## src/rsc_pkg.sv

```systemverilog
// Purpose: Shared constants and types for the reset sequence controller.
// Assumes: 50 MHz primary oscillator clock; all counts are in clock cycles.
// Notes:   Register offsets are byte addresses of 32-bit words.
package rsc_pkg;

  // Register map.
  localparam int             ADDR_W     = 8;
  localparam logic [7:0]     OFS_CTRL   = 8'h00;
  localparam logic [7:0]     OFS_STAT   = 8'h04;
  localparam logic [7:0]     OFS_COUNTS = 8'h08;
  localparam logic [7:0]     OFS_MODRST = 8'h0c;
  localparam logic [7:0]     OFS_SEQ    = 8'h10;

  // Control register fields.
  localparam int             CTRL_SW_COLD      = 0;
  localparam int             CTRL_SW_WARM      = 1;
  localparam int             CTRL_HS_TRACE_EN  = 4;
  localparam int             CTRL_HS_FABRIC_EN = 5;
  localparam int             CTRL_HS_MEM_EN    = 6;
  localparam int             CTRL_SAFE_DIS     = 8;
  localparam int             CTRL_SAFE_DBG_DIS = 9;
  localparam int             CTRL_BOOT_RAM     = 10;
  localparam int             CTRL_TRACE_HS_CLR = 12;
  localparam logic [31:0]    CTRL_RESET        = 32'h0000_0070;

  // Status register fields (sticky, write one to clear).
  localparam int             STAT_COLD_PIN  = 0;
  localparam int             STAT_COLD_SW   = 1;
  localparam int             STAT_COLD_MOD  = 2;
  localparam int             STAT_WARM_PIN  = 4;
  localparam int             STAT_WARM_SW   = 5;
  localparam int             STAT_WARM_MOD  = 6;
  localparam int             STAT_WARM_WDOG = 7;

  // Counts register fields.
  localparam int             CNT_WARM_LSB = 0;
  localparam int             CNT_WARM_W   = 8;
  localparam int             CNT_PIN_LSB  = 8;
  localparam int             CNT_PIN_W    = 16;
  localparam logic [31:0]    COUNTS_RESET = 32'h0008_0080;

  // Module reset control fields; a one holds the module in reset.
  localparam int             MOD_SEC      = 0;
  localparam int             MOD_PER_LSB  = 8;
  localparam int             MOD_DMA_LSB  = 16;
  localparam int             PER_W        = 8;
  localparam int             DMA_W        = 8;
  localparam logic [31:0]    MODRST_RESET = 32'h00ff_ff01;

  // Sequence timing in cycles.
  localparam logic [15:0]    COLD_CLKMGR_CYC = 16'h0020;
  localparam logic [15:0]    COLD_SETTLE_CYC = 16'h0060;
  localparam logic [15:0]    WARM_SAFE_CYC   = 16'h0008;
  localparam logic [15:0]    PIN_STRETCH_CYC = 16'h0100;
  localparam logic [15:0]    REL_MISC_CYC    = 16'h0064;
  localparam logic [15:0]    REL_CLKOFF_CYC  = 16'h00c8;
  localparam logic [15:0]    REL_MPU_CYC     = 16'h0020;
  localparam logic [15:0]    REL_CLKON_CYC   = 16'h0020;

  // Synchronised input vector layout.
  localparam int             SY_W          = 11;
  localparam int             SY_COLD_PIN_N = 0;
  localparam int             SY_WARM_PIN_N = 1;
  localparam int             SY_MOD_COLD   = 2;
  localparam int             SY_MOD_WARM   = 3;
  localparam int             SY_WDOG       = 4;
  localparam int             SY_ACK_TRACE  = 5;
  localparam int             SY_ACK_FABRIC = 6;
  localparam int             SY_ACK_MEM    = 7;
  localparam int             SY_ACK_SCAN   = 8;
  localparam int             SY_ACK_CFG    = 9;
  localparam int             SY_SAFE_ACK   = 10;
  localparam logic [10:0]    SY_RESET      = 11'h003;

  typedef enum logic [3:0] {
    ST_IDLE, ST_COLD_HOLD, ST_COLD_CLK, ST_COLD_SETTLE,
    ST_HS_TRACE, ST_HS_FABRIC, ST_HS_MEM, ST_WARM_ASSERT, ST_WARM_WAIT,
    ST_REL_L3, ST_REL_MISC, ST_REL_CLKOFF, ST_REL_CLKON
  } rsc_state_type;

endpackage : rsc_pkg

```

## src/rsc_sync.sv

```systemverilog
// Purpose: Two-flop synchroniser for a vector of asynchronous inputs.
// Assumes: Each bit is an independent level; no bus coherence is needed.
// Notes:   The first stage is read only by the second stage.
`timescale 1ns/1ps
module rsc_sync #(
  parameter int         W       = 1,
  parameter logic [W-1:0] RST_VAL = '0
) (
  input  wire logic         sys_clk,
  input  wire logic         reset_n,
  input  wire logic [W-1:0] async_in,
  output logic      [W-1:0] sync_out
);

  typedef struct packed {
    logic [W-1:0] s1;
    logic [W-1:0] s2;
  } rsc_sync_state_type;

  rsc_sync_state_type r;
  rsc_sync_state_type n;

  // Each bit gets its own pair of stages.
  genvar g;
  generate
    for (g = 0; g < W; g++)
    begin : g_bit
      always_comb
      begin
        n.s1[g] = async_in[g];
        n.s2[g] = r.s1[g];
      end
    end
  endgenerate

  // Reset to the idle level of each input so no false request appears.
  always_ff @(posedge sys_clk or negedge reset_n)
  begin
    if (!reset_n)
      r <= '{s1: RST_VAL, s2: RST_VAL};
    else
      r <= n;
  end

  assign sync_out = r.s2;

endmodule : rsc_sync

```

## src/rsc_sequencer.sv

```systemverilog
// Purpose: Cold and warm reset sequencer with warm-reset handshakes.
// Assumes: sys_clk is the primary oscillator clock; requests are async.
// Notes:   Module resets are active low; registers on a plain port.
`timescale 1ns/1ps
module rsc_sequencer (
  input  wire logic                     sys_clk,
  input  wire logic                     reset_n,
  input  wire logic [rsc_pkg::ADDR_W-1:0] reg_addr,
  input  wire logic [31:0]              reg_wdata,
  input  wire logic                     reg_wr,
  input  wire logic                     reg_rd,
  output logic      [31:0]              reg_rdata,
  input  wire logic                     cold_request_pin,
  input  wire logic                     warm_reset_bidir_pin_in,
  output logic                          warm_reset_bidir_pin_out,
  output logic                          warm_reset_bidir_pin_oe,
  input  wire logic                     mod_cold_req,
  input  wire logic                     mod_warm_req,
  input  wire logic                     wdog_warm_req,
  output logic                          trace_router_hs_req,
  input  wire logic                     trace_router_hs_ack,
  output logic                          fabric_hs_req,
  input  wire logic                     fabric_hs_ack,
  output logic                          mem_hs_req,
  input  wire logic                     mem_hs_ack,
  output logic                          scan_hs_req,
  input  wire logic                     scan_hs_ack,
  output logic                          cfg_hs_req,
  input  wire logic                     cfg_hs_ack,
  output logic                          safe_mode_req,
  input  wire logic                     safe_mode_ack,
  output logic                          safe_dbg_clk_keep,
  output logic                          boot_from_ram,
  output logic                          clkmgr_cold_rst_n,
  output logic                          l3_rst_n,
  output logic                          misc_rst_n,
  output logic                          misc_cold_rst_n,
  output logic                          dbg_rst_n,
  output logic                          primary_core_rst_n,
  output logic                          wdog_rst_n,
  output logic                          core_clk_off,
  output logic                          secondary_core_rst_n,
  output logic      [rsc_pkg::PER_W-1:0] periph_rst_n,
  output logic      [rsc_pkg::DMA_W-1:0] dma_if_reset_ctrl
);
  import rsc_pkg::*;

  typedef struct packed {
    rsc_state_type fsm;
    logic [15:0]   cnt;
    logic [15:0]   pin_cnt;
    logic          pin_stretch;
    logic          pin_done;
    logic [2:0]    pin_dly;
    logic          cold_seq;
    logic          wdog_only;
    logic          warm_pend;
    logic          warm_any_d;
    logic [31:0]   ctrl;
    logic [31:0]   stat;
    logic [31:0]   counts;
    logic [31:0]   modrst_n;
    logic [31:0]   rdata;
    logic          pin_out;
    logic          pin_oe;
    logic          pin_oe_n;
    logic          hs_trace;
    logic          hs_fabric;
    logic          hs_group;
    logic          safe_req;
    logic          clkmgr_n;
    logic          l3_n;
    logic          misc_n;
    logic          misc_cold_n;
    logic          dbg_n;
    logic          mpu_n;
    logic          wdog_n;
    logic          clk_off;
  } rsc_top_state_type;

  // Power-on is a cold reset: every module reset starts asserted.
  localparam rsc_top_state_type RESET_STATE = '{
    fsm: ST_COLD_HOLD, ctrl: CTRL_RESET, counts: COUNTS_RESET,
    cold_seq: 1'b1, pin_oe: 1'b1, modrst_n: ~MODRST_RESET, default: '0};

  rsc_top_state_type r;
  rsc_top_state_type n;
  logic [SY_W-1:0]   sy;

  // Pins, module requests and acknowledges all cross into sys_clk here.
  rsc_sync #(
    .W       (SY_W),
    .RST_VAL (SY_RESET)
  ) u_sync (
    .sys_clk  (sys_clk),
    .reset_n  (reset_n),
    .async_in ({safe_mode_ack, cfg_hs_ack, scan_hs_ack, mem_hs_ack, fabric_hs_ack,
                trace_router_hs_ack, wdog_warm_req, mod_warm_req, mod_cold_req,
                warm_reset_bidir_pin_in, cold_request_pin}),
    .sync_out (sy)
  );

  logic        cold_pin;
  logic        warm_pin_raw;
  logic        warm_pin;
  logic        cold_any;
  logic        warm_any;
  logic        wdog_alone;
  logic        wr_ctrl;
  logic        pin_zero;
  logic        pin_ok;
  logic        safe_ok;
  logic        warm_ok;
  logic [15:0] pin_len;
  logic [15:0] warm_len;

  // Request decode. The warm pin is masked while we drive it, plus the
  // synchroniser delay, so the sequencer never retriggers itself.
  always_comb
  begin
    wr_ctrl      = reg_wr && (reg_addr == OFS_CTRL);
    cold_pin     = ~sy[SY_COLD_PIN_N];
    warm_pin_raw = ~sy[SY_WARM_PIN_N];
    warm_pin     = warm_pin_raw && !r.pin_oe && (r.pin_dly == 3'h0);
    cold_any     = cold_pin || r.ctrl[CTRL_SW_COLD] || sy[SY_MOD_COLD];
    warm_any     = warm_pin || r.ctrl[CTRL_SW_WARM] || sy[SY_MOD_WARM] || sy[SY_WDOG];
    wdog_alone   = sy[SY_WDOG] && !(warm_pin || r.ctrl[CTRL_SW_WARM] || sy[SY_MOD_WARM]);
    pin_len      = r.counts[CNT_PIN_LSB +: CNT_PIN_W];
    warm_len     = {8'h00, r.counts[CNT_WARM_LSB +: CNT_WARM_W]};
    pin_zero     = (pin_len == 16'h0000);
    pin_ok       = pin_zero ? !warm_pin_raw : r.pin_done;
    safe_ok      = r.ctrl[CTRL_SAFE_DIS] || sy[SY_SAFE_ACK];
    warm_ok      = (r.cnt >= warm_len);
  end

  // Next-state logic: register port, status, pin timer and the sequencer.
  always_comb
  begin
    n = r;
    n.warm_any_d = warm_any;
    n.pin_dly = {r.pin_dly[1:0], r.pin_oe};
    n.pin_out = 1'b0;

    // Read data stand in the cycle after the strobe only.
    n.rdata = 32'h0000_0000;
    if (reg_rd)
    begin
      case (reg_addr)
        OFS_CTRL:   n.rdata = r.ctrl;
        OFS_STAT:   n.rdata = r.stat;
        OFS_COUNTS: n.rdata = r.counts;
        OFS_MODRST: n.rdata = ~r.modrst_n;
        OFS_SEQ:    n.rdata = {20'h00000, r.safe_req, r.hs_group, r.hs_fabric,
                               r.hs_trace, r.pin_oe, r.cold_seq, r.warm_pend,
                               r.wdog_only, r.fsm};
        default:    n.rdata = 32'h0000_0000;
      endcase
    end

    // Software request bits are one-cycle pulses.
    n.ctrl[CTRL_SW_COLD]      = 1'b0;
    n.ctrl[CTRL_SW_WARM]      = 1'b0;
    n.ctrl[CTRL_TRACE_HS_CLR] = 1'b0;
    if (wr_ctrl)
      n.ctrl = reg_wdata;
    if (wr_ctrl && reg_wdata[CTRL_TRACE_HS_CLR])
      n.hs_trace = 1'b0;
    if (reg_wr && (reg_addr == OFS_COUNTS))
      n.counts = reg_wdata;
    if (reg_wr && (reg_addr == OFS_MODRST))
      n.modrst_n = ~reg_wdata;

    // Sticky status: a new event wins over a clear in the same cycle.
    if (reg_wr && (reg_addr == OFS_STAT))
      n.stat = r.stat & ~reg_wdata;
    n.stat[STAT_COLD_PIN]  = n.stat[STAT_COLD_PIN]  | cold_pin;
    n.stat[STAT_COLD_SW]   = n.stat[STAT_COLD_SW]   | r.ctrl[CTRL_SW_COLD];
    n.stat[STAT_COLD_MOD]  = n.stat[STAT_COLD_MOD]  | sy[SY_MOD_COLD];
    n.stat[STAT_WARM_PIN]  = n.stat[STAT_WARM_PIN]  | warm_pin;
    n.stat[STAT_WARM_SW]   = n.stat[STAT_WARM_SW]   | r.ctrl[CTRL_SW_WARM];
    n.stat[STAT_WARM_MOD]  = n.stat[STAT_WARM_MOD]  | sy[SY_MOD_WARM];
    n.stat[STAT_WARM_WDOG] = n.stat[STAT_WARM_WDOG] | sy[SY_WDOG];

    // Warm pin timer: low for the pin count, then a fixed stretch.
    if (r.pin_oe)
    begin
      n.pin_cnt = r.pin_cnt + 16'h0001;
      if (r.pin_cnt >= pin_len - 16'h0001)
      begin
        n.pin_oe      = 1'b0;
        n.pin_cnt     = 16'h0000;
        n.pin_stretch = 1'b1;
      end
    end
    else if (r.pin_stretch)
    begin
      n.pin_cnt = r.pin_cnt + 16'h0001;
      if (r.pin_cnt == PIN_STRETCH_CYC - 16'h0001)
      begin
        n.pin_stretch = 1'b0;
        n.pin_done    = 1'b1;
      end
    end

    n.cnt = r.cnt + 16'h0001;
    if (cold_any && (r.fsm != ST_COLD_HOLD))
    begin
      // Cold preempts everything, including a release in progress.
      n.fsm         = ST_COLD_HOLD;
      n.cold_seq    = 1'b1;
      n.warm_pend   = 1'b0;
      n.ctrl        = CTRL_RESET;
      n.modrst_n    = ~MODRST_RESET;
      n.clkmgr_n    = 1'b0;
      n.l3_n        = 1'b0;
      n.misc_n      = 1'b0;
      n.misc_cold_n = 1'b0;
      n.dbg_n       = 1'b0;
      n.mpu_n       = 1'b0;
      n.wdog_n      = 1'b0;
      n.clk_off     = 1'b0;
      n.hs_trace    = 1'b0;
      n.hs_fabric   = 1'b0;
      n.hs_group    = 1'b0;
      n.safe_req    = 1'b0;
      n.pin_oe      = 1'b0;
      n.pin_stretch = 1'b0;
    end
    else
    begin
      // A new warm edge from ST_HS_TRACE on is queued; in ST_WARM_WAIT it also restarts the wait.
      if ((r.fsm >= ST_HS_TRACE) && warm_any && !r.warm_any_d)
      begin
        n.warm_pend = 1'b1;
        if (r.fsm == ST_WARM_WAIT)
          n.cnt = 16'h0000;
      end
      case (r.fsm)
        ST_IDLE:
        begin
          if (warm_any || r.warm_pend)
          begin
            n.fsm       = ST_HS_TRACE;
            n.cold_seq  = 1'b0;
            n.warm_pend = 1'b0;
            n.wdog_only = wdog_alone;
          end
        end
        ST_COLD_HOLD:
        begin
          // The pin is pulled low only while reset_n is held; a cold reset never stretches it.
          n.cnt         = 16'h0000;
          n.pin_oe      = 1'b0;
          n.pin_stretch = 1'b0;
          if (!cold_any)
            n.fsm = ST_COLD_CLK;
        end
        ST_COLD_CLK:
        begin
          if (r.cnt == COLD_CLKMGR_CYC - 16'h0001)
          begin
            n.clkmgr_n = 1'b1;
            n.fsm      = ST_COLD_SETTLE;
            n.cnt      = 16'h0000;
          end
        end
        ST_COLD_SETTLE:
        begin
          if (r.cnt == COLD_SETTLE_CYC - 16'h0001)
          begin
            n.l3_n = 1'b1;
            n.fsm  = ST_REL_L3;
            n.cnt  = 16'h0000;
          end
        end
        ST_HS_TRACE:
        begin
          n.hs_trace = r.ctrl[CTRL_HS_TRACE_EN];
          if (!r.ctrl[CTRL_HS_TRACE_EN] || sy[SY_ACK_TRACE])
            n.fsm = ST_HS_FABRIC;
        end
        ST_HS_FABRIC:
        begin
          n.hs_fabric = r.ctrl[CTRL_HS_FABRIC_EN];
          if (!r.ctrl[CTRL_HS_FABRIC_EN] || sy[SY_ACK_FABRIC])
            n.fsm = ST_HS_MEM;
        end
        ST_HS_MEM:
        begin
          n.hs_group = r.ctrl[CTRL_HS_MEM_EN];
          if (!r.ctrl[CTRL_HS_MEM_EN] ||
              (sy[SY_ACK_MEM] && sy[SY_ACK_SCAN] && sy[SY_ACK_CFG]))
          begin
            // Debug and cold-only resets are left untouched.
            n.fsm       = ST_WARM_ASSERT;
            n.cnt       = 16'h0000;
            n.l3_n      = 1'b0;
            n.misc_n    = 1'b0;
            n.mpu_n     = 1'b0;
            n.wdog_n    = r.wdog_only;
            n.modrst_n  = ~MODRST_RESET;
            n.pin_oe    = !pin_zero;
            n.pin_cnt   = 16'h0000;
            n.pin_done  = 1'b0;
            n.pin_stretch = 1'b0;
          end
        end
        ST_WARM_ASSERT:
        begin
          if (r.cnt == WARM_SAFE_CYC - 16'h0001)
          begin
            n.safe_req = !r.ctrl[CTRL_SAFE_DIS];
            n.fsm      = ST_WARM_WAIT;
            n.cnt      = 16'h0000;
          end
        end
        ST_WARM_WAIT:
        begin
          // Hold the counter once it has met its length, but keep a queued restart.
          if (warm_ok && (n.cnt != 16'h0000))
            n.cnt = r.cnt;
          if (warm_ok && pin_ok && safe_ok && n.cnt != 16'h0000)
          begin
            // The trace handshake stays up until software clears it.
            n.hs_fabric = 1'b0;
            n.hs_group  = 1'b0;
            n.safe_req  = 1'b0;
            n.l3_n      = 1'b1;
            n.fsm       = ST_REL_L3;
            n.cnt       = 16'h0000;
          end
        end
        ST_REL_L3:
        begin
          if (r.cnt == REL_MISC_CYC - 16'h0001)
          begin
            n.misc_n      = 1'b1;
            n.misc_cold_n = r.cold_seq ? 1'b1 : r.misc_cold_n;
            n.dbg_n       = r.cold_seq ? 1'b1 : r.dbg_n;
            n.fsm         = ST_REL_MISC;
            n.cnt         = 16'h0000;
          end
        end
        ST_REL_MISC:
        begin
          if (r.cnt == REL_CLKOFF_CYC - 16'h0001)
          begin
            n.clk_off = 1'b1;
            n.fsm     = ST_REL_CLKOFF;
            n.cnt     = 16'h0000;
          end
        end
        ST_REL_CLKOFF:
        begin
          if (r.cnt == REL_MPU_CYC - 16'h0001)
          begin
            // Only the primary core group; the secondary core stays held.
            n.mpu_n  = 1'b1;
            n.wdog_n = 1'b1;
            n.fsm    = ST_REL_CLKON;
            n.cnt    = 16'h0000;
          end
        end
        ST_REL_CLKON:
        begin
          if (r.cnt == REL_CLKON_CYC - 16'h0001)
          begin
            n.clk_off = 1'b0;
            n.fsm     = ST_IDLE;
            n.cnt     = 16'h0000;
          end
        end
        default:
        begin
          n.fsm = ST_COLD_HOLD;
        end
      endcase
    end
    // The pin enable is kept inverted in its own flop so the port needs no gate.
    n.pin_oe_n = !n.pin_oe;
  end

  // Reset asserts every module reset at once; release is clocked only.
  always_ff @(posedge sys_clk or negedge reset_n)
  begin
    if (!reset_n)
      r <= RESET_STATE;
    else
      r <= n;
  end

  // Outputs come straight from the state register. Config bits are only
  // reset by cold reset, so warm reset leaves them in place.
  assign reg_rdata                = r.rdata;
  assign warm_reset_bidir_pin_out = r.pin_out;
  assign warm_reset_bidir_pin_oe  = r.pin_oe_n;
  assign trace_router_hs_req      = r.hs_trace;
  assign fabric_hs_req            = r.hs_fabric;
  assign mem_hs_req               = r.hs_group;
  assign scan_hs_req              = r.hs_group;
  assign cfg_hs_req               = r.hs_group;
  assign safe_mode_req            = r.safe_req;
  assign safe_dbg_clk_keep        = r.ctrl[CTRL_SAFE_DBG_DIS];
  assign boot_from_ram            = r.ctrl[CTRL_BOOT_RAM];
  assign clkmgr_cold_rst_n        = r.clkmgr_n;
  assign l3_rst_n                 = r.l3_n;
  assign misc_rst_n               = r.misc_n;
  assign misc_cold_rst_n          = r.misc_cold_n;
  assign dbg_rst_n                = r.dbg_n;
  assign primary_core_rst_n       = r.mpu_n;
  assign wdog_rst_n               = r.wdog_n;
  assign core_clk_off             = r.clk_off;
  assign secondary_core_rst_n     = r.modrst_n[MOD_SEC];
  assign periph_rst_n             = r.modrst_n[MOD_PER_LSB +: PER_W];
  assign dma_if_reset_ctrl        = r.modrst_n[MOD_DMA_LSB +: DMA_W];

endmodule : rsc_sequencer

```

## config.mk

```make
export PLATFORM = sky130hd
export DESIGN_NAME = rsc_sequencer
export DESIGN_NICKNAME = d
export VERILOG_FILES = /design/src/rsc_pkg.sv /design/src/rsc_sync.sv /design/src/rsc_sequencer.sv
export SDC_FILE = /design/constraint.sdc
export NUM_CORES = 1
export LEC_CHECK = 0
export ABC_CLOCK_PERIOD_IN_PS = 4680
export BUFFER_PORTS_ARGS = -buffer_cell sky130_fd_sc_hd__buf_2
export CORE_UTILIZATION = 30
export CTS_BUF_LIST = sky130_fd_sc_hd__clkbuf_16
export CTS_CLUSTER_DIAMETER = 80
export DETAILED_ROUTE_END_ITERATION = 6
export PLACE_DENSITY = 0.48
export SETUP_SLACK_MARGIN = 0.3
export SLEW_MARGIN = 30
export SYNTH_ARGS = -nofsm -noshare
export SYNTH_HDL_FRONTEND = slang
export SYNTH_SLANG_ARGS = --single-unit
```

## constraint.sdc

```tcl
create_clock -name sys_clk -period 4.68 [get_ports sys_clk]
set_input_delay 0.936 -clock sys_clk [delete_from_list [all_inputs] [get_ports sys_clk]]
set_output_delay 0.936 -clock sys_clk [all_outputs]
set_load 0.005 [all_outputs]
```

## Word-level counts from Yosys, hierarchy flattened

Cells that the tools add are included.

- Flip-flop bits (word level): 241
- Bits of input ports: 55
- Logic and storage cells: 235

- $add $sub $neg: 3
- $lt $le $gt $ge: 3
- Equality and inequality tests: 36
- Muxes and demuxes: 77
- Bitwise logic cells: 13
- Reduce and logical (&&, ||, !) cells: 70

Operators with widths:

| kind | number |
|---|---|
| 32-bit two-way mux | 8 |
| 20-bit two-way mux | 8 |
| 16-bit case mux with 10 select lines | 1 |
| 32-bit case mux with 5 select lines | 1 |
| 16-bit two-way mux | 7 |
| 32-bit inverter | 2 |
| 4-bit case mux with 13 select lines | 1 |
| 38-bit two-way mux | 1 |
| 3-bit inequality test, second input constant | 12 |
| 17-bit two-way mux | 2 |
| 16-bit by 1-bit adder with 16-bit output, second input constant | 2 |
| 32-bit AND | 1 |
| 16-bit by 7-bit == test with 1-bit output, second input constant | 2 |
| 16-bit by 8-bit == test with 1-bit output, second input constant | 2 |
| 16-bit nonzero test | 2 |
| 1-bit two-way mux | 22 |
| 3-bit nonzero test | 7 |
| 4-bit == test, second input constant | 5 |
| 4-bit two-way mux | 5 |
| 18-bit two-way mux | 1 |
| 3-bit AND reduction | 6 |
| 1-bit logical AND | 17 |
| 16-bit by 3-bit == test with 1-bit output, second input constant | 1 |
| 16-bit by 5-bit == test with 1-bit output, second input constant | 1 |
| other kinds (32) | 85 |

## Logic depth before layout (Yosys ltp)

Gate-level depths: netlist of run 1.

- Word-level depth: 20
- Depth in mapped cells: 16

## Cells and area by module

From an unflattened synthesis of run 1, not the netlist that was laid out.

- Cells, all modules: 1,251
- Area, all modules: 12,474.5 µm²

By module, submodules not included:

| module | times used | cells each | area each (µm²) | sequential area each (µm²) |
|---|---|---|---|---|
| rsc_sequencer | 1 | 1,229 | 11,918.9 | 5,484.0 |
| rsc_sync | 1 | 22 | 555.5 | 555.5 |

## Worst setup path after synthesis of run 1

OpenSTA, ideal clock, no wires.

- Path type: reg2reg
- From: register r (netlist bit pin_len[2])
- To: register r[199] (netlist name)
- Setup time: 0.101 ns
- Data arrival time: 3.670 ns
- Slack: 0.909 ns
- Stages on the path, launching flop included: 15
- Path buffers: 1
- Path through: dfrtp_1 nor3_1 nand2_1 or3_1 or3b_2 nor3_1 xnor2_1 ha_1 a21o_1 a21o_1 a2111oi_0 o31ai_1 clkbuf_1 a21o_1 o32ai_1

RTL lines:

| element | RTL line | text |
|---|---|---|
| start: declaration | rsc_sequencer.sv:86 | `rsc_top_state_type r;` |
| start signal: assignment | rsc_sequencer.sv:389 | `r <= n;` |

==> reports/metrics.cfg, run 1 <==
[cts]
cts.sinks=240
clock_latency_ns=0.58
cts_buffers=29
cts_buffer_depth=3
cts_tree=yes
htreeDepth=1
root_buffer=clkbuf_16
clkTransAtPathRegs_ns=0.06

[layout]
area_growth_pct=13.6
multiInputGateArea_mm2=0.00555
antenna_cells_inserted=0
drive_gt1_share_pct=24.5
finish.utilization_pct=34.7
regArea_mm2=0.00604
nets=1375
fill_cells=4153

[critical_path]
crit_fanout=5
required_ns=5.13
start_kind=flip-flop
reg2reg_setup_slack_ns=0.52
worstRegToRegCells=14
rr_startpoint=pin_len[2]
cp-end-kind=flip-flop
crit_arrival_ns=4.61
critPathKind=flip-flop to flip-flop
worst_r2r_endpoint=warm_reset_bidir_pin_oe

[sta]
worst_pin_slew_ns=1.05
period_share_pct=88.9
slew_headroom_pct=28.3
finalCriticalPeriod_ns=4.16
rsz0062_at_grt=no
hold_violations=0
clock_skew_ns=0.0116
max_freq_mhz=240
finalSetupViolCount=0
maxSlewViolCount=0
setup_tns_ns=0

[detailed_routing]
firstDrtPassIters=6
drt_iter0_markers=653
wl_per_cell_um=20.2
avgViaCountPerCell=5.25
routed_wl_um=37400
drc_errors=0
vias=9694
antenna_left=0

[floorplanning]
die_x_um=206
die_y_um=206
die_area_mm2=0.0425
placeableCoreArea_mm2=0.0409
fp-row-count=74
num_io_pins=122
start_util_pct=30.5

[status]
status=finished, final reports clean

[power]
ir_drop_uv=278
power_density_mw_per_mm2=406
p_leak_nw=6.70

[global_routing]
grt.overflow.total=0
first_global_vias=9586
gr-usage-all-layers_pct=17.8
grt_antenna_before_repair=0
grt_max_degree=85
grt_pass1_wl_um=58000

[logic_synthesis]
synth_area_per_cell_um2=10.1
synth_top_area_share_pct=42.7
ys_types=88
yosysTopAreaCell=dfrtp_1
synthesis.nets=1319
ys_seq_elements=240
synth.cell_area_mm2=0.0125
synth_area_leaders=dfrtp_1, dfstp_2, nand2_1
synth_ff_type=dfrtp_1
synth_edf_count=0
yosysWarnings=0
seq_area_frac_synth_pct=48.3
synth_cells=1237
synth-async-reset-ratio_pct=100

[min_path]
min_to=u_sync.sync_out[5]
hp-start=u_sync.n[5]
whs_path_depth=0
hp-class=flip-flop to flip-flop

[place]
place_congestion=0.843
io_buffers=120
hpwlAfterDp_um=26000

[run]
cap_violations=0

Yosys cell counts, types with 14 or more instances:
library cell    n
a21boi_0       29
a21o_1         16
a21oi_1        87
a31oi_1        16
and3_1         38
buf_4          54
clkbuf_1       57
dfrtp_1       213
dfstp_2        27
ha_1           27
inv_1          49
mux2_2         32
mux4_2         20
nand2_1       128
nand3_1        30
nor2_1         97
nor3_1         35
o211ai_1       27
o21ai_0        24
or2_2          14
repair_timing:
action                     CTS  global route
hold buffers                 0             0
resized for setup            0             3
setup endpoints to repair    0            19
hold endpoints to repair     0             0
setup buffers                0             2
state kept, by name, indices dropped and copies added (netlist names), 3 cells and up:
name / count
dma_if_reset_ctrl: 8
pin_len: 16
n: 3
r: 136
u_sync.sync_out: 11
reg_rdata: 32
periph_rst_n: 8
u_sync.n: 11
critical path, cell delays in order (launching register included):
cell	delay, ns
dfrtp_1	0.42
nor3_1	0.29
nand2_1	0.11
or3_1	0.37
or3b_2	0.53
nor3_1	0.22
xnor2_1	0.16
ha_1	0.27
a21o_1	0.17
a21o_1	0.18
a2111oi_2	0.53
o31a_1	0.25
buf_4	0.15
a21oi_1	0.08
or3_1	0.32
worst max-delay path by stage:
stage,startpoint,end,slack [ns],depth (start not counted)
global placement,pin_len[0],r[187],0.33,13
floorplan,pin_len[2],r[199],0.91,14
detailed placement,pin_len[2],r[189],0.37,14
CTS,pin_len[2],warm_reset_bidir_pin_oe,0.34,13
global route,pin_len[2],warm_reset_bidir_pin_oe,0.29,14
finish,pin_len[2],warm_reset_bidir_pin_oe,0.52,14
area by class of cell:
type,instances,share of cell area [%]
sequential,240,42.5
clock inverter,25,1.13
tap,532,4.69
inverter,49,1.30
timing repair buffer,153,6.13
clock buffer,29,5.11
multi-input combinational,820,39.1
cells in the final DEF (no fill, tap or decap), drive strengths merged, types with 12 or more instances in the layout:
master	count
clkinv	14
dfrtp	213
or2	15
a222oi	12
mux4	20
inv	59
nand3	30
nor4	15
and3	41
a31oi	16
o21ai	26
nand4	12
clkbuf	29
mux2	35
nor3	36
a21boi	29
dfstp	27
nor2	97
a22o	13
ha	27
a21o	16
a21oi	87
xnor2	13
nand2	128
buf	153
o211ai	27
per-stage QoR:
step | total power [mW] | instance area, um^2 | std cells | hold slack, ns | worst slack [ns]
after floorplan | 3.22 | 12500 | 1237 | 0.331 | 0.909
after global placement | 3.65 | 13300 | 1792 | 0.337 | 0.333
after detailed placement | 3.66 | 13300 | 1792 | 0.336 | 0.374
after CTS | 5.81 | 14200 | 1846 | 0.346 | 0.344
after global routing | 6.05 | 14200 | 1848 | 0.351 | 0.287
final | 5.76 | 14200 | 1848 | 0.341 | 0.519
power by group:
part           switching [mW]  leakage (nW)  total (mW)  internal, mW
clock network           0.939         0.469        2.12          1.19
registers               0.167          3.17        2.33          2.16
logic                   0.817          3.07        1.30         0.487
total                    1.92          6.70        5.76          3.83
logic make-up after synthesis:
family / Yosys count / synth area share, %
and+or+nand+nor: 425 / 16.9
AOI/OAI and AO/OA: 287 / 15.8
DFF: 240 / 48.3
buffers and inverters: 177 / 7.60
muxes: 63 / 7.49
adders and majority gates: 27 / 2.70
xor gates and xnor gates: 17 / 1.19
other: 1 / 0.0300
metal layers:
layer / vias up / track usage, % / part of all wire, % / wire (um)
li1: 4534 / - / - / -
met1: 4836 / 26.0 / 48 / 17800
met2: 282 / 27.5 / 45 / 16700
met3: 42 / 2.71 / 6.1 / 2280
met4: 0 / 4.02 / 1.8 / 692
met5: - / 0 / 0 / 0
Power figures use the tool's default switching activity.
==> inputs of run 2 (changes only) <==
--- a/config.mk
+++ b/config.mk
@@ -5,13 +5,13 @@
 export SDC_FILE = /design/constraint.sdc
 export NUM_CORES = 1
 export LEC_CHECK = 0
-export ABC_CLOCK_PERIOD_IN_PS = 4680
-export BUFFER_PORTS_ARGS = -buffer_cell sky130_fd_sc_hd__buf_2
+export ABC_CLOCK_PERIOD_IN_PS = 5000
 export CORE_UTILIZATION = 30
 export CTS_BUF_LIST = sky130_fd_sc_hd__clkbuf_16
 export CTS_CLUSTER_DIAMETER = 80
 export DETAILED_ROUTE_END_ITERATION = 6
-export PLACE_DENSITY = 0.48
+export DONT_BUFFER_PORTS = 1
+export PLACE_DENSITY = 0.46
 export SETUP_SLACK_MARGIN = 0.3
 export SLEW_MARGIN = 30
 export SYNTH_ARGS = -nofsm -noshare
==> constraint.sdc (replaced) <==
create_clock -name sys_clk -period 5 [get_ports sys_clk]
set_input_delay 1 -clock sys_clk [delete_from_list [all_inputs] [get_ports sys_clk]]
set_output_delay 1 -clock sys_clk [all_outputs]
set_load 0.005 [all_outputs]
==> run 2 against run 1 <==
Die area unchanged. Fmax is 1.1% lower. Register-to-register slack improved by 0.27 ns. Count of clock-buffer cells in the layout increased by 1. Sequential power decreased by 6%. Sequential share of layout area is 2.1 points higher. Critical endpoint unchanged. Largest power group unchanged.
==> reports/metrics.cfg, run 2 (same netlist as run 1, synthesis figures left out) <==
[status]
status=finished, final reports clean

[layout]
final_cell_mix=dfrtp_1, nand2_1, nor2_1, a21oi_1, inv_1
final_common_cell=dfrtp_1
largest_reg_flops=136  ; unchanged
antenna_cells_inserted=0  ; unchanged
fill_cells=4212  ; +1.4%
fin_area_mm2=0.0135  ; -4.8%
largest_register=r
area_growth_pct=8.18
nets=1242  ; -9.7%
drive_gt1_share_pct=16.3  ; -8.2 points
layout.cells.non_filler=1714  ; -7.3%

[sta]
maxSlewViolCount=0  ; unchanged
clock_skew_ns=0.0134  ; +0.00181 ns
worst_pin_slew_ns=0.893  ; -0.156 ns
setup_ws_ns=0.794  ; +0.275 ns
slew_headroom_pct=39.7  ; +11 points
period_share_pct=84.1  ; -4.8 points
max_freq_mhz=238  ; -1.1%
finalSetupViolCount=0  ; unchanged
finalCriticalPeriod_ns=4.21  ; +0.0453 ns
setup_tns_ns=0  ; unchanged
rsz0062_at_grt=no
hold_violations=0  ; unchanged

[detailed_routing]
firstDrtPassIters=5  ; -1
drc_errors=0  ; unchanged
avgViaCountPerCell=5.40  ; +2.9%
drt_iter0_markers=780  ; +19%
routed_wl_um=36800  ; -1.7%
wl_per_cell_um=21.5  ; +6.0%
antenna_left=0  ; unchanged
vias=9254  ; -4.5%

[global_routing]
grt.overflow.total=0  ; unchanged
grt_antenna_before_repair=0  ; unchanged
grt_max_degree=241  ; +180%
grt_pass1_wl_um=57000  ; -1.7%
gr-usage-all-layers_pct=17.5  ; -0.29 points
first_global_vias=9099  ; -5.1%

[min_path]
hp-class=input pin to async pin

[floorplanning]
fp-row-count=74  ; unchanged
die_area_mm2=0.0425  ; unchanged
die_y_um=206  ; unchanged
die_x_um=206  ; unchanged
placeableCoreArea_mm2=0.0409  ; unchanged
num_io_pins=122  ; unchanged
start_util_pct=30.5  ; unchanged

[critical_path]
crit_fanout=5  ; unchanged
worstRegToRegCells=13  ; -1
rr_startpoint=pin_len[2]
slowest_stage=a2111oi_0
required_ns=5.46  ; +0.33 ns
cp-end-kind=flip-flop
crit_arrival_ns=4.67  ; +0.06 ns
critPathKind=flip-flop to flip-flop
start_kind=flip-flop
cp_cell_sequence=nor3_1, nand2_1, or3_1, or3b_2, nor3_1, xnor2_1, ha_1, a21o_1, a21o_1, a2111oi_0, o31a_1, a21oi_1, or3_1
reg2reg_setup_slack_ns=0.79  ; +0.27 ns
slowest_delay_ns=0.54  ; about the same
worst_r2r_endpoint=warm_reset_bidir_pin_oe

[cts]
cts_buffers=30  ; +3.4%
clock_latency_ns=0.58  ; about the same
ctsHoldBuffers=0  ; unchanged
cts_buffer_depth=3  ; unchanged
cts_tree=yes
clkTransAtPathRegs_ns=0.06  ; about the same
postCtsSetupBuffers=0  ; unchanged
root_buffer=clkbuf_16
ctsResizeCount=0  ; unchanged
htreeDepth=1  ; unchanged
cts.sinks=240  ; unchanged

[power]
power_density_mw_per_mm2=396  ; -2.4%
p_leak_nw=6.06  ; -9.6%
power_mw=5.35  ; -7.0%
ir_drop_uv=308  ; +11%

[place]
place_congestion=0.873  ; +3.6%
postPlaceCellArea_mm2=0.0126  ; -5.4%
io_buffers=0  ; -100%
hpwlAfterDp_um=25100  ; -3.5%
pre_cts_ws_ns=0.779  ; +0.405 ns
dp_cells=1660  ; -7.4%

[run]
cap_violations=0  ; unchanged

## run 2: cell count changes in the layout (fill, tap and decap cells not counted), sizes merged
cell,before,now
clkinvlp,0,3
clkinv,14,11
clkbuf,29,30
inv,59,57
buf,153,19
bufinv,1,2
## run 2: worst max-delay path: cells and delay by family, from the launching register on
| kind | cells | cell delay [ns] |
|---|---|---|
| XOR/XNOR | 1 | 0.14 |
| flip-flops | 1 | 0.42 |
| adder cells (fa/ha/maj) | 1 | 0.26 |
| AND/OR/NAND/NOR | 6 | 1.84 |
| AO/OA/AOI/OAI | 5 | 1.42 |
## run 2: layout make-up
type	instances	area, um^2	share of cell area (%)
flip-flops and latches	240	6040	44.7
clock inverters	24	200	1.48
repair buffers	19	143	1.06
multi-input cells	820	5540	41.0
inverters	49	184	1.36
well taps	532	666	4.92
clock buffers	30	751	5.55
## run 2: worst max path at each step
stage | start | slack, ns | endpoint
after detailed placement | pin_len[2] | 0.78 | warm_reset_bidir_pin_oe
after global placement | pin_len[2] | 0.81 | warm_reset_bidir_pin_oe
after floorplan | pin_len[2] | 1.23 | r[199]
final | pin_len[2] | 0.79 | warm_reset_bidir_pin_oe
after global routing | pin_len[0] | 0.37 | warm_reset_bidir_pin_oe
after CTS | pin_len[2] | 0.78 | warm_reset_bidir_pin_oe
## run 2: metal layers
layer	share of wire, %	track usage, %	vias up
met5	0.21	1.43	-
met3	6.1	3.63	49
li1	-	-	4279
met2	45	27.3	249
met4	1.9	3.97	2
met1	47	24.7	4675
## run 2: metrics by stage
step	util (%)	hold slack, ns
after floorplan	-	0.331
after global placement	30.7	0.335
after detailed placement	30.7	0.335
after CTS	33.0	0.0750
after global routing	33.0	0.0878
final	33.0	0.126
## run 2: power by group
group          switching (mW)  leakage [nW]  total (mW)  internal (mW)
Sequential              0.152          3.17        2.18           2.02
Clock                   0.879         0.482        2.08           1.20
Combinational           0.679          2.41        1.10          0.421
